[config.mk]
export PLATFORM = sky130hd
export DESIGN_NAME = ahbp_port
export DESIGN_NICKNAME = d
export VERILOG_FILES = /design/src/ahbp_pkg.sv /design/src/ahbp_pin_if.sv /design/src/ahbp_sync.sv /design/src/ahbp_port.sv
export VERILOG_INCLUDE_DIRS = /design/src
export SDC_FILE = /design/constraint.sdc
export NUM_CORES = 1
export LEC_CHECK = 0
export BUFFER_PORTS_ARGS = -buffer_cell sky130_fd_sc_hd__clkbuf_2
export CELL_PAD_IN_SITES_DETAIL_PLACEMENT = 1
export CELL_PAD_IN_SITES_GLOBAL_PLACEMENT = 1
export CORE_UTILIZATION = 39
export DETAILED_ROUTE_END_ITERATION = 16
export PLACE_DENSITY = 0.87
export SYNTH_ARGS = -nofsm -noshare
export SYNTH_HDL_FRONTEND = slang
export SYNTH_SLANG_ARGS = --single-unit
[constraint.sdc]
create_clock -name mclk -period 1.7 [get_ports mclk]
set_input_delay 0 -clock mclk [delete_from_list [all_inputs] [get_ports mclk]]
set_output_delay 0 -clock mclk [all_outputs]
set_load 0.02 [all_outputs]
[src/ahbp_cfg.svh]
// Constants for the asynchronous host bus port: widths, reset values.
`ifndef AHBP_CFG_SVH
`define AHBP_CFG_SVH

// Host address width in bits
`define AHBP_ADDR_W 16
// Host data width in bits, full width only
`define AHBP_DATA_W 16
// Depth of every pin synchroniser in flops
`define AHBP_SYNC_STAGES 2
// Reset value of the read data output register
`define AHBP_RDATA_RST 16'h0000
// Reset value of the captured address register
`define AHBP_ADDR_RST 16'h0000
// Level of the acknowledgement while idle (released)
`define AHBP_ACK_IDLE 1'b1
// Level of the acknowledgement while an access is accepted
`define AHBP_ACK_BUSY 1'b0
// Sampled level of the memory select that means shared memory
`define AHBP_SEL_MEM 1'b1

`endif

[src/ahbp_pkg.sv]
// Types shared by the asynchronous host bus port modules.
package ahbp_pkg;

	// Access sequencer states
	typedef enum logic [2:0] {
		AHBP_IDLE  = 3'b000, // Waiting for select and strobe
		AHBP_LATCH = 3'b001, // Falling edge latches target and direction
		AHBP_ACK   = 3'b010, // Acknowledge driven low
		AHBP_ADDR  = 3'b011, // Unused; address and data are latched in AHBP_ACK
		AHBP_XFER  = 3'b100, // Internal request issued
		AHBP_HOLD  = 3'b101  // Waiting for the strobe to return high
	} ahbp_state_t;

endpackage : ahbp_pkg

[src/ahbp_pin_if.sv]
// Synchronised host pin levels passed from the synchroniser to the core.
`timescale 1ns/1ps
`default_nettype none
`include "ahbp_cfg.svh"

interface ahbp_pin_if;
	logic sel_n; // Synchronised chip select, active low
	logic access_strobe_n_n; // Synchronised access strobe, active low
	logic mem_sel; // Synchronised memory-or-register select
	logic rd_wr; // Synchronised read/write line, raw sense
	logic pol_sel; // Synchronised direction polarity strap
	logic [`AHBP_ADDR_W-1:0] addr; // Synchronised address
	logic [`AHBP_DATA_W-1:0] wdata; // Synchronised write data

	// Synchroniser side drives every level
	modport sync (
		output sel_n, access_strobe_n_n, mem_sel, rd_wr, pol_sel, addr, wdata
	);
	// Sequencer side only reads
	modport core (
		input sel_n, access_strobe_n_n, mem_sel, rd_wr, pol_sel, addr, wdata
	);
endinterface : ahbp_pin_if

`default_nettype wire

[src/ahbp_sync.sv]
// Two-flop synchronisers for every host pin entering the device clock.
`timescale 1ns/1ps
`default_nettype none
`include "ahbp_cfg.svh"

module ahbp_sync
	import ahbp_pkg::*;
(
	input wire logic mclk, // Device clock
	input wire logic rst_b, // Synchronous reset, active low
	input wire logic select_n, // Host chip select pin
	input wire logic access_strobe_n, // Host access strobe pin
	input wire logic mem_reg_sel, // Host memory-or-register pin
	input wire logic rd_wr, // Host read/write pin
	input wire logic polarity_sel, // Direction polarity strap pin
	input wire logic [`AHBP_ADDR_W-1:0] host_addr, // Host address pins
	input wire logic [`AHBP_DATA_W-1:0] host_wdata, // Host data pins in
	ahbp_pin_if.sync pins // Synchronised levels out
);

	localparam int W = 5 + `AHBP_ADDR_W + `AHBP_DATA_W;

	logic [W-1:0] meta_q; // First stage, read only by second stage
	logic [W-1:0] meta_d;
	logic [W-1:0] sync_q; // Second stage, safe to use
	logic [W-1:0] sync_d;
	logic [W-1:0] idle_v; // Reset image: strobes released

	// Reset leaves select and strobe high so no false access follows reset
	assign idle_v = {1'b1, 1'b1, 3'b000, `AHBP_ADDR_W'h0000,
		`AHBP_DATA_W'h0000};

	// Next values of both stages
	always_comb begin
		if (!rst_b) begin
			meta_d = idle_v;
			sync_d = idle_v;
		end else begin
			meta_d = {select_n, access_strobe_n, mem_reg_sel, rd_wr,
				polarity_sel, host_addr, host_wdata};
			sync_d = meta_q;
		end
	end

	// Register both stages
	always_ff @(posedge mclk) begin
		meta_q <= meta_d;
		sync_q <= sync_d;
	end

	// Unpack the second stage only
	assign {pins.sel_n, pins.access_strobe_n_n, pins.mem_sel, pins.rd_wr,
		pins.pol_sel, pins.addr, pins.wdata} = sync_q;

endmodule : ahbp_sync

`default_nettype wire

[src/ahbp_port.sv]
// Asynchronous host bus port: sequences host reads and writes inward.
`timescale 1ns/1ps
`default_nettype none
`include "ahbp_cfg.svh"

module ahbp_port
	import ahbp_pkg::*;
#(
	parameter int ADDR_W = `AHBP_ADDR_W, // Host address width
	parameter int DATA_W = `AHBP_DATA_W // Host data width
) (
	input wire logic mclk, // Device clock, 125 MHz
	input wire logic rst_b, // Synchronous reset, active low
	input wire logic master_clear_n, // Master clear pin, active low
	input wire logic select_n, // Host chip select, active low
	input wire logic access_strobe_n, // Host access strobe, active low
	input wire logic mem_reg_sel, // High memory, low registers
	input wire logic rd_wr, // Direction, sense set by strap
	input wire logic polarity_sel, // Direction polarity strap
	input wire logic [ADDR_W-1:0] host_addr, // Host address
	input wire logic [DATA_W-1:0] host_data_i, // Host data in
	output logic [DATA_W-1:0] host_data_o, // Host data out
	output logic host_data_oe, // High while driving data
	output logic io_enable_ack_n, // Access acknowledge, active low
	output logic reg_req, // Register access pulse
	output logic mem_req, // Memory access pulse
	output logic req_write, // Access is a write
	output logic [ADDR_W-1:0] req_addr, // Access address
	output logic [DATA_W-1:0] req_wdata, // Access write data
	input wire logic [DATA_W-1:0] reg_rdata, // Register read data
	input wire logic [DATA_W-1:0] mem_rdata, // Memory read data
	output logic busy // Access in progress
);

	// Master clear is a pin: synchronise before it joins the reset
	logic mclr_meta_q; // First stage, feeds second only
	logic mclr_meta_d;
	logic mclr_q; // Synchronised master clear, active low
	logic mclr_d;
	logic srst_b; // Combined reset, active low

	// Master clear synchroniser next values
	always_comb begin
		if (!rst_b) begin
			mclr_meta_d = 1'b0;
			mclr_d = 1'b0;
		end else begin
			mclr_meta_d = master_clear_n;
			mclr_d = mclr_meta_q;
		end
	end

	// Master clear synchroniser flops
	always_ff @(posedge mclk) begin
		mclr_meta_q <= mclr_meta_d;
		mclr_q <= mclr_d;
	end

	// Master clear resets the port state as the reset does
	assign srst_b = rst_b & mclr_q;

	// Host pins cross into the device clock here
	ahbp_pin_if pins ();

	ahbp_sync u_sync (
		.mclk(mclk),
		.rst_b(rst_b),
		.select_n(select_n),
		.access_strobe_n(access_strobe_n),
		.mem_reg_sel(mem_reg_sel),
		.rd_wr(rd_wr),
		.polarity_sel(polarity_sel),
		.host_addr(host_addr),
		.host_wdata(host_data_i),
		.pins(pins.sync)
	);

	// Decode the raw direction line into read, per the strap
	function automatic logic is_read(input logic line, input logic pol);
		// Strap high: line high reads; strap low: line low reads
		is_read = pol ? line : ~line;
	endfunction : is_read

	// Select and strobe both low; works when tied together
	logic acc_act;
	assign acc_act = ~pins.sel_n & ~pins.access_strobe_n_n;

	// Strobe back high ends the access
	logic acc_end;
	assign acc_end = pins.access_strobe_n_n;

	// Sequencer state
	ahbp_state_t state_q;
	ahbp_state_t state_d;
	logic ack_n_q; // Acknowledge register
	logic ack_n_d;
	logic [ADDR_W-1:0] addr_q; // Latched address
	logic [ADDR_W-1:0] addr_d;
	logic [DATA_W-1:0] wdata_q; // Latched write data
	logic [DATA_W-1:0] wdata_d;
	logic [DATA_W-1:0] rdata_q; // Read data to host
	logic [DATA_W-1:0] rdata_d;
	logic oe_q; // Data output enable
	logic oe_d;
	logic req_q; // One-cycle access pulse
	logic req_d;

	// Falling-edge group: target and direction
	logic mem_q; // Latched target, high memory
	logic mem_d;
	logic rd_q; // Latched direction, high read
	logic rd_d;

	// Falling-edge next values: latch only while in the latch state
	always_comb begin
		mem_d = mem_q;
		rd_d = rd_q;
		if (!srst_b) begin
			mem_d = 1'b0;
			rd_d = 1'b0;
		end else if (state_q == AHBP_LATCH) begin
			// First falling edge after select and strobe low
			mem_d = (pins.mem_sel == `AHBP_SEL_MEM);
			rd_d = is_read(pins.rd_wr, pins.pol_sel);
		end
	end

	// Falling-edge registers; the latch state spans exactly one such edge
	always_ff @(negedge mclk) begin
		mem_q <= mem_d;
		rd_q <= rd_d;
	end

	// Sequencer next values
	always_comb begin
		state_d = state_q;
		ack_n_d = ack_n_q;
		addr_d = addr_q;
		wdata_d = wdata_q;
		rdata_d = rdata_q;
		oe_d = oe_q;
		req_d = 1'b0;
		if (!srst_b) begin
			state_d = AHBP_IDLE;
			ack_n_d = `AHBP_ACK_IDLE;
			addr_d = `AHBP_ADDR_RST;
			wdata_d = `AHBP_DATA_W'h0000;
			rdata_d = `AHBP_RDATA_RST;
			oe_d = 1'b0;
		end else begin
			unique case (state_q)
				AHBP_IDLE: begin
					// Same entry for reads and writes, any target
					if (acc_act) begin
						state_d = AHBP_LATCH;
					end
				end
				AHBP_LATCH: begin
					// Target latched mid-cycle; accept the access
					if (acc_end) begin
						state_d = AHBP_IDLE;
					end else begin
						state_d = AHBP_ACK;
						ack_n_d = `AHBP_ACK_BUSY;
					end
				end
				AHBP_ACK: begin
					// First rising edge after acknowledge low
					addr_d = pins.addr;
					// Write data taken on the same edge
					wdata_d = pins.wdata;
					req_d = 1'b1;
					state_d = AHBP_XFER;
				end
				AHBP_ADDR: begin
					// Unused code; a later edge would break the timing
					state_d = AHBP_IDLE;
				end
				AHBP_XFER: begin
					// Targets answer in the request cycle: no wait states
					if (rd_q) begin
						// Valid on the edge after the address latch
						rdata_d = mem_q ? mem_rdata : reg_rdata;
						oe_d = 1'b1;
					end
					state_d = AHBP_HOLD;
				end
				AHBP_HOLD: begin
					// Hold data and acknowledge until strobe high
					if (acc_end) begin
						ack_n_d = `AHBP_ACK_IDLE;
						oe_d = 1'b0;
						state_d = AHBP_IDLE;
					end
				end
			endcase
			// A strobe released early aborts cleanly without a request
			if (acc_end && (state_q == AHBP_ACK)) begin
				ack_n_d = `AHBP_ACK_IDLE;
				req_d = 1'b0;
				state_d = AHBP_IDLE;
			end
		end
	end

	// Sequencer registers; nothing here depends on the clock rate
	always_ff @(posedge mclk) begin
		state_q <= state_d;
		ack_n_q <= ack_n_d;
		addr_q <= addr_d;
		wdata_q <= wdata_d;
		rdata_q <= rdata_d;
		oe_q <= oe_d;
		req_q <= req_d;
	end

	// Route the pulse to memory or registers
	assign mem_req = req_q & mem_q;
	assign reg_req = req_q & ~mem_q;
	// Writes carry data; targets keep what they get
	assign req_write = ~rd_q;
	assign req_addr = addr_q;
	// Full-width data path only, no byte lane steering
	assign req_wdata = wdata_q;

	// Host side outputs from flops; busy is decoded from state_q
	assign host_data_o = rdata_q;
	assign host_data_oe = oe_q;
	assign io_enable_ack_n = ack_n_q;
	assign busy = (state_q != AHBP_IDLE);

endmodule : ahbp_port

`default_nettype wire

# [Word-level counts from Yosys, hierarchy flattened]
# Index checks and enable logic that the tools add are counted.
[classes] eq_ne=9 n_mux=13 bitwise=10 reduce_logical=10
[ops] cell="case mux 3 bit (6 select lines)" count=1
[ops] cell="2-to-1 mux 16 bit" count=1
[ops] cell="== test 3 x 2 -> 1 bit (second input constant)" count=2
[ops] cell="== test 3 bit (second input constant)" count=2
[ops] cell="2-to-1 mux 1 bit" count=6
[ops] cell="2-to-1 mux 3 bit" count=2
[ops] cell="inequality test 2 bit (second input constant)" count=3
[ops] cell="NOT 1 bit" count=6
[ops] cell="AND reduction 3 bit" count=2
[ops] cell="AND 1 bit" count=4
[ops] cell="case mux 1 bit (2 select lines)" count=2
[ops] cell="AND reduction 2 bit" count=2
[ops] cell="nonzero test 2 bit" count=2
[ops] cell="== test 3 x 1 -> 1 bit (second input constant)" count=1
[ops] cell="zero test 3 bit" count=1
[ops] cell="nonzero test 3 bit" count=1
[ops] cell="2-to-1 mux 2 bit" count=1
[ops] cell="inequality test 2 x 1 -> 1 bit (second input constant)" count=1
[ops] cell="OR reduction 2 bit" count=1
[ops] cell="logical AND 1 bit" count=1
[totals] register_bits=132 input_bits=72 out_inout_bits=54 word_cells=55

# [Longest topological paths before layout]
[logic_depth] ltp_word=4 ltp_mapped=6 depth_no_buf=3

# [Hierarchy]
# A second synthesis with hierarchy kept.
[hier_totals] cells_unflattened=416 hier_area_um2=4429.2
[modules_own_cells] module="ahbp_port" instances=1 cells_each=260 area_per_inst_um2=2401.1 seq_area_each_um2=1161.1
[modules_own_cells] module="ahbp_sync" instances=1 cells_each=156 area_per_inst_um2=2028.2 seq_area_each_um2=1481.4

==> results.json <==
{
  "post_drt_wl_per_cell_um": 18.0,
  "synth_top_family_by_area": "simple AND/OR/NAND/NOR gates",
  "synthesis.area_per_instance_um2": 10.5,
  "worst_pin_slew_ns": 0.658,
  "synthFlopType": "dfxtp_1",
  "routed_via_density": 4.72,
  "async_flop_share": 0,
  "syn_inst": 416,
  "gp_congestion": 0.698,
  "status": "complete, but fails checks",
  "grt_pass1_wl_mm": 21.2,
  "via_count": 3641,
  "skew_ns": 0.0257,
  "gr-total-overflow": 0,
  "rows": 38,
  "cts_root_buf": "clkbuf_8",
  "yosys.area.top_type_share": 0.604,
  "syn_nets": 488,
  "clk_pin_slew_ns": 0.06,
  "muxShareOfSynthArea": 0.0412,
  "cellLeakagePower_nw": 2.71,
  "crit_arrival_ns": 2.09,
  "grt_max_degree": 78,
  "drt_wl_total_mm": 13.9,
  "grt_util_all_layers": 0.250,
  "cts.htree.levels": 4,
  "p_per_area_mw_per_mm2": 1170,
  "final_area_mm2": 0.00663,
  "holdPathEnd": "u_sync.meta_q[35]$_SDFF_PN1_",
  "min-delay-start": "rst_b",
  "fin_nets": 691,
  "setup_violations": 22,
  "pin_count": 126,
  "core-area_mm2": 0.0109,
  "slew_headroom": 0.561,
  "grt_pass1_vias": 4028,
  "port_buffers": 125,
  "seq_area_frac_synth": 0.604,
  "firstDrtPassIters": 4,
  "place_area_mm2": 0.00517,
  "synthesis.area_mm2": 0.00438,
  "drc": 0,
  "cts_max_path_buffers": 2,
  "yosys.area_share.simple": 0.214,
  "crit_path_end_kind": "output pin",
  "synth_fa_ha_area_frac": 0,
  "place_hpwl_mm": 6.51,
  "startpoint_type": "flip-flop",
  "synthMostInstantiatedCell": "dfxtp_1",
  "drv_cap": 0,
  "ys_types": 31,
  "fp.dieH_um": 108,
  "synth_edf_count": 0,
  "drive_above_1_share": 0.343,
  "hold_viol": 0,
  "yosys-top-cells-area": "dfxtp_1, and2_1, nand2_1, mux2i_1, a211oi_2",
  "worstPathMaxFanout": 3,
  "r2r_slack_ns": -0.36,
  "initial_core_util": 0.402,
  "antenna_found_initial": 0,
  "crit-reg2reg-launch": "mem_q$_SDFFE_NN0N_",
  "antenna_cells": 0,
  "insertion_delay_ns": 0.52,
  "hold_class": "in -> reg",
  "violations": "negative setup slack",
  "maxSlewViolCount": 0,
  "synth_xor_area_frac": 0.00200,
  "r2r_cells": 3,
  "cts_made_buffers": 17,
  "ys_seq_elements": 132,
  "die_w_um": 108,
  "synth_compound_area_frac": 0.0918,
  "syn_to_final_growth_pct": 51.5,
  "synth_warnings": 0,
  "cts.sinks": 132,
  "vdd_ir_drop_max_v": 0.00106,
  "r2r_end": "host_data_o[7]$_SDFFE_PN0P_",
  "synth_commonest_cells": "dfxtp_1, and2_1, nand2_1",
  "synth_area_leader_cell": "dfxtp_1",
  "setup_ws_ns": -0.388,
  "cts_tree": "done",
  "dp_slack_ns": -0.282,
  "setup.worst_path.class": "reg -> out",
  "dieArea_mm2": 0.0116,
  "drtIter0Drc": 141,
  "rsz0062_at_grt": "yes",
  "worstPathRequired_ns": 1.70,
  "ant_nets": 0,
  "worstHoldPathCells": 3
}
-- through the flow --
step	hold WS (ns)	total power [mW]	utilization	setup TNS, ns	instances
6_report	0.0450	7.75	0.609	-6.09	772
2_1_floorplan	0.101	3.36	-	-2.94	416
5_1_grt	0.0859	8.01	0.609	-6.94	772
3_3_place_gp	0.206	3.46	0.475	-3.51	667
3_5_place_dp	0.205	3.47	0.475	-4.28	667
4_1_cts	0.0466	7.80	0.609	-7.05	773
-- flip-flops by register name, summed over array words and instances, names as in the netlist --
signal,cells
req_wdata,16
host_data_oe,1
req_addr,16
io_enable_ack_n,1
state_q,3
rd_q,1
mem_q,1
mclr_q,1
req_q,1
u_sync.meta_q,37
mclr_meta_q,1
host_data_o,16
u_sync.sync_q,37
-- cell families (layout without fill, tap and decap cells) --
family | Yosys count | in the layout
XOR/XNOR | 1 | 1
multiplexers | 18 | 18
AND/OR/NAND/NOR | 177 | 177
buffers and inverters | 31 | 247
AO/OA/AOI/OAI | 57 | 57
flip-flops | 132 | 132
-- metal layers --
metal	global-route usage	vias up	routed length, µm
li1	-	1752	-
met2	0.489	134	7720
met3	0.0738	20	778
met5	0	-	0
met1	0.249	1735	5170
met4	0.0841	0	210
-- timing repair --
action,in CTS,in global routing
buffers inserted,3,1
endpoints found under the hold margin,54,0
hold buffers,70,0
resized for setup,14,12
pin swaps,2,2
setup endpoints to repair,21,23
-- how the worst max path moves through the flow --
stage	slack, ns	endpoint	startpoint	cells after the start
6_report	-0.39	reg_req	mem_q$_SDFFE_NN0N_	3
5_1_grt	-0.42	reg_req	mem_q$_SDFFE_NN0N_	3
4_1_cts	-0.49	mem_req	mem_q$_SDFFE_NN0N_	4
3_5_place_dp	-0.28	host_data_o[14]$_SDFFE_PN0P_	rd_q$_SDFFE_NN0N_	4
3_3_place_gp	-0.23	host_data_o[3]$_SDFFE_PN0P_	rd_q$_SDFFE_NN0N_	4
2_1_floorplan	-0.17	host_data_o[0]$_SDFFE_PN0P_	rd_q$_SDFFE_NN0N_	5
-- cell usage in the layout, fill, tap and decap left out, types with 3 or more instances in the layout --
| cell type | instances |
|---|---|
| dfxtp_1 | 127 |
| clkbuf_2 | 121 |
| and2_1 | 73 |
| dlygate4sd3_1 | 70 |
| nand2_1 | 65 |
| a21oi_1 | 33 |
| mux2i_1 | 18 |
| clkbuf_16 | 16 |
| a211oi_2 | 14 |
| nor2_2 | 12 |
| buf_4 | 11 |
| bufinv_16 | 6 |
| nor2_1 | 5 |
| o21ai_0 | 5 |
| buf_6 | 5 |
| nand2b_1 | 4 |
| clkbuf_8 | 4 |
| dfxtp_2 | 4 |
| inv_1 | 3 |
| buf_8 | 3 |
-- area by class of cell --
type,count,area (µm²)
fill,1161,4260
clock inverter,13,229
tap,140,175
clock buffer,21,459
multi-input combinational,253,1600
sequential,132,2650
timing repair buffer,211,1510
inverter,2,10.0
-- where the power goes --
part,switching (mW),internal (mW)
combinational,0.132,0.215
clock,1.39,2.81
sequential,0.0261,3.18
-- critical path, stage by stage (launching register included) --
cell and delay, ns:
dfxtp_4 0.35, buf_6 0.12, nor2b_4 0.14, buf_8 0.13
No activity file was read; power rests on OpenSTA's default activity.
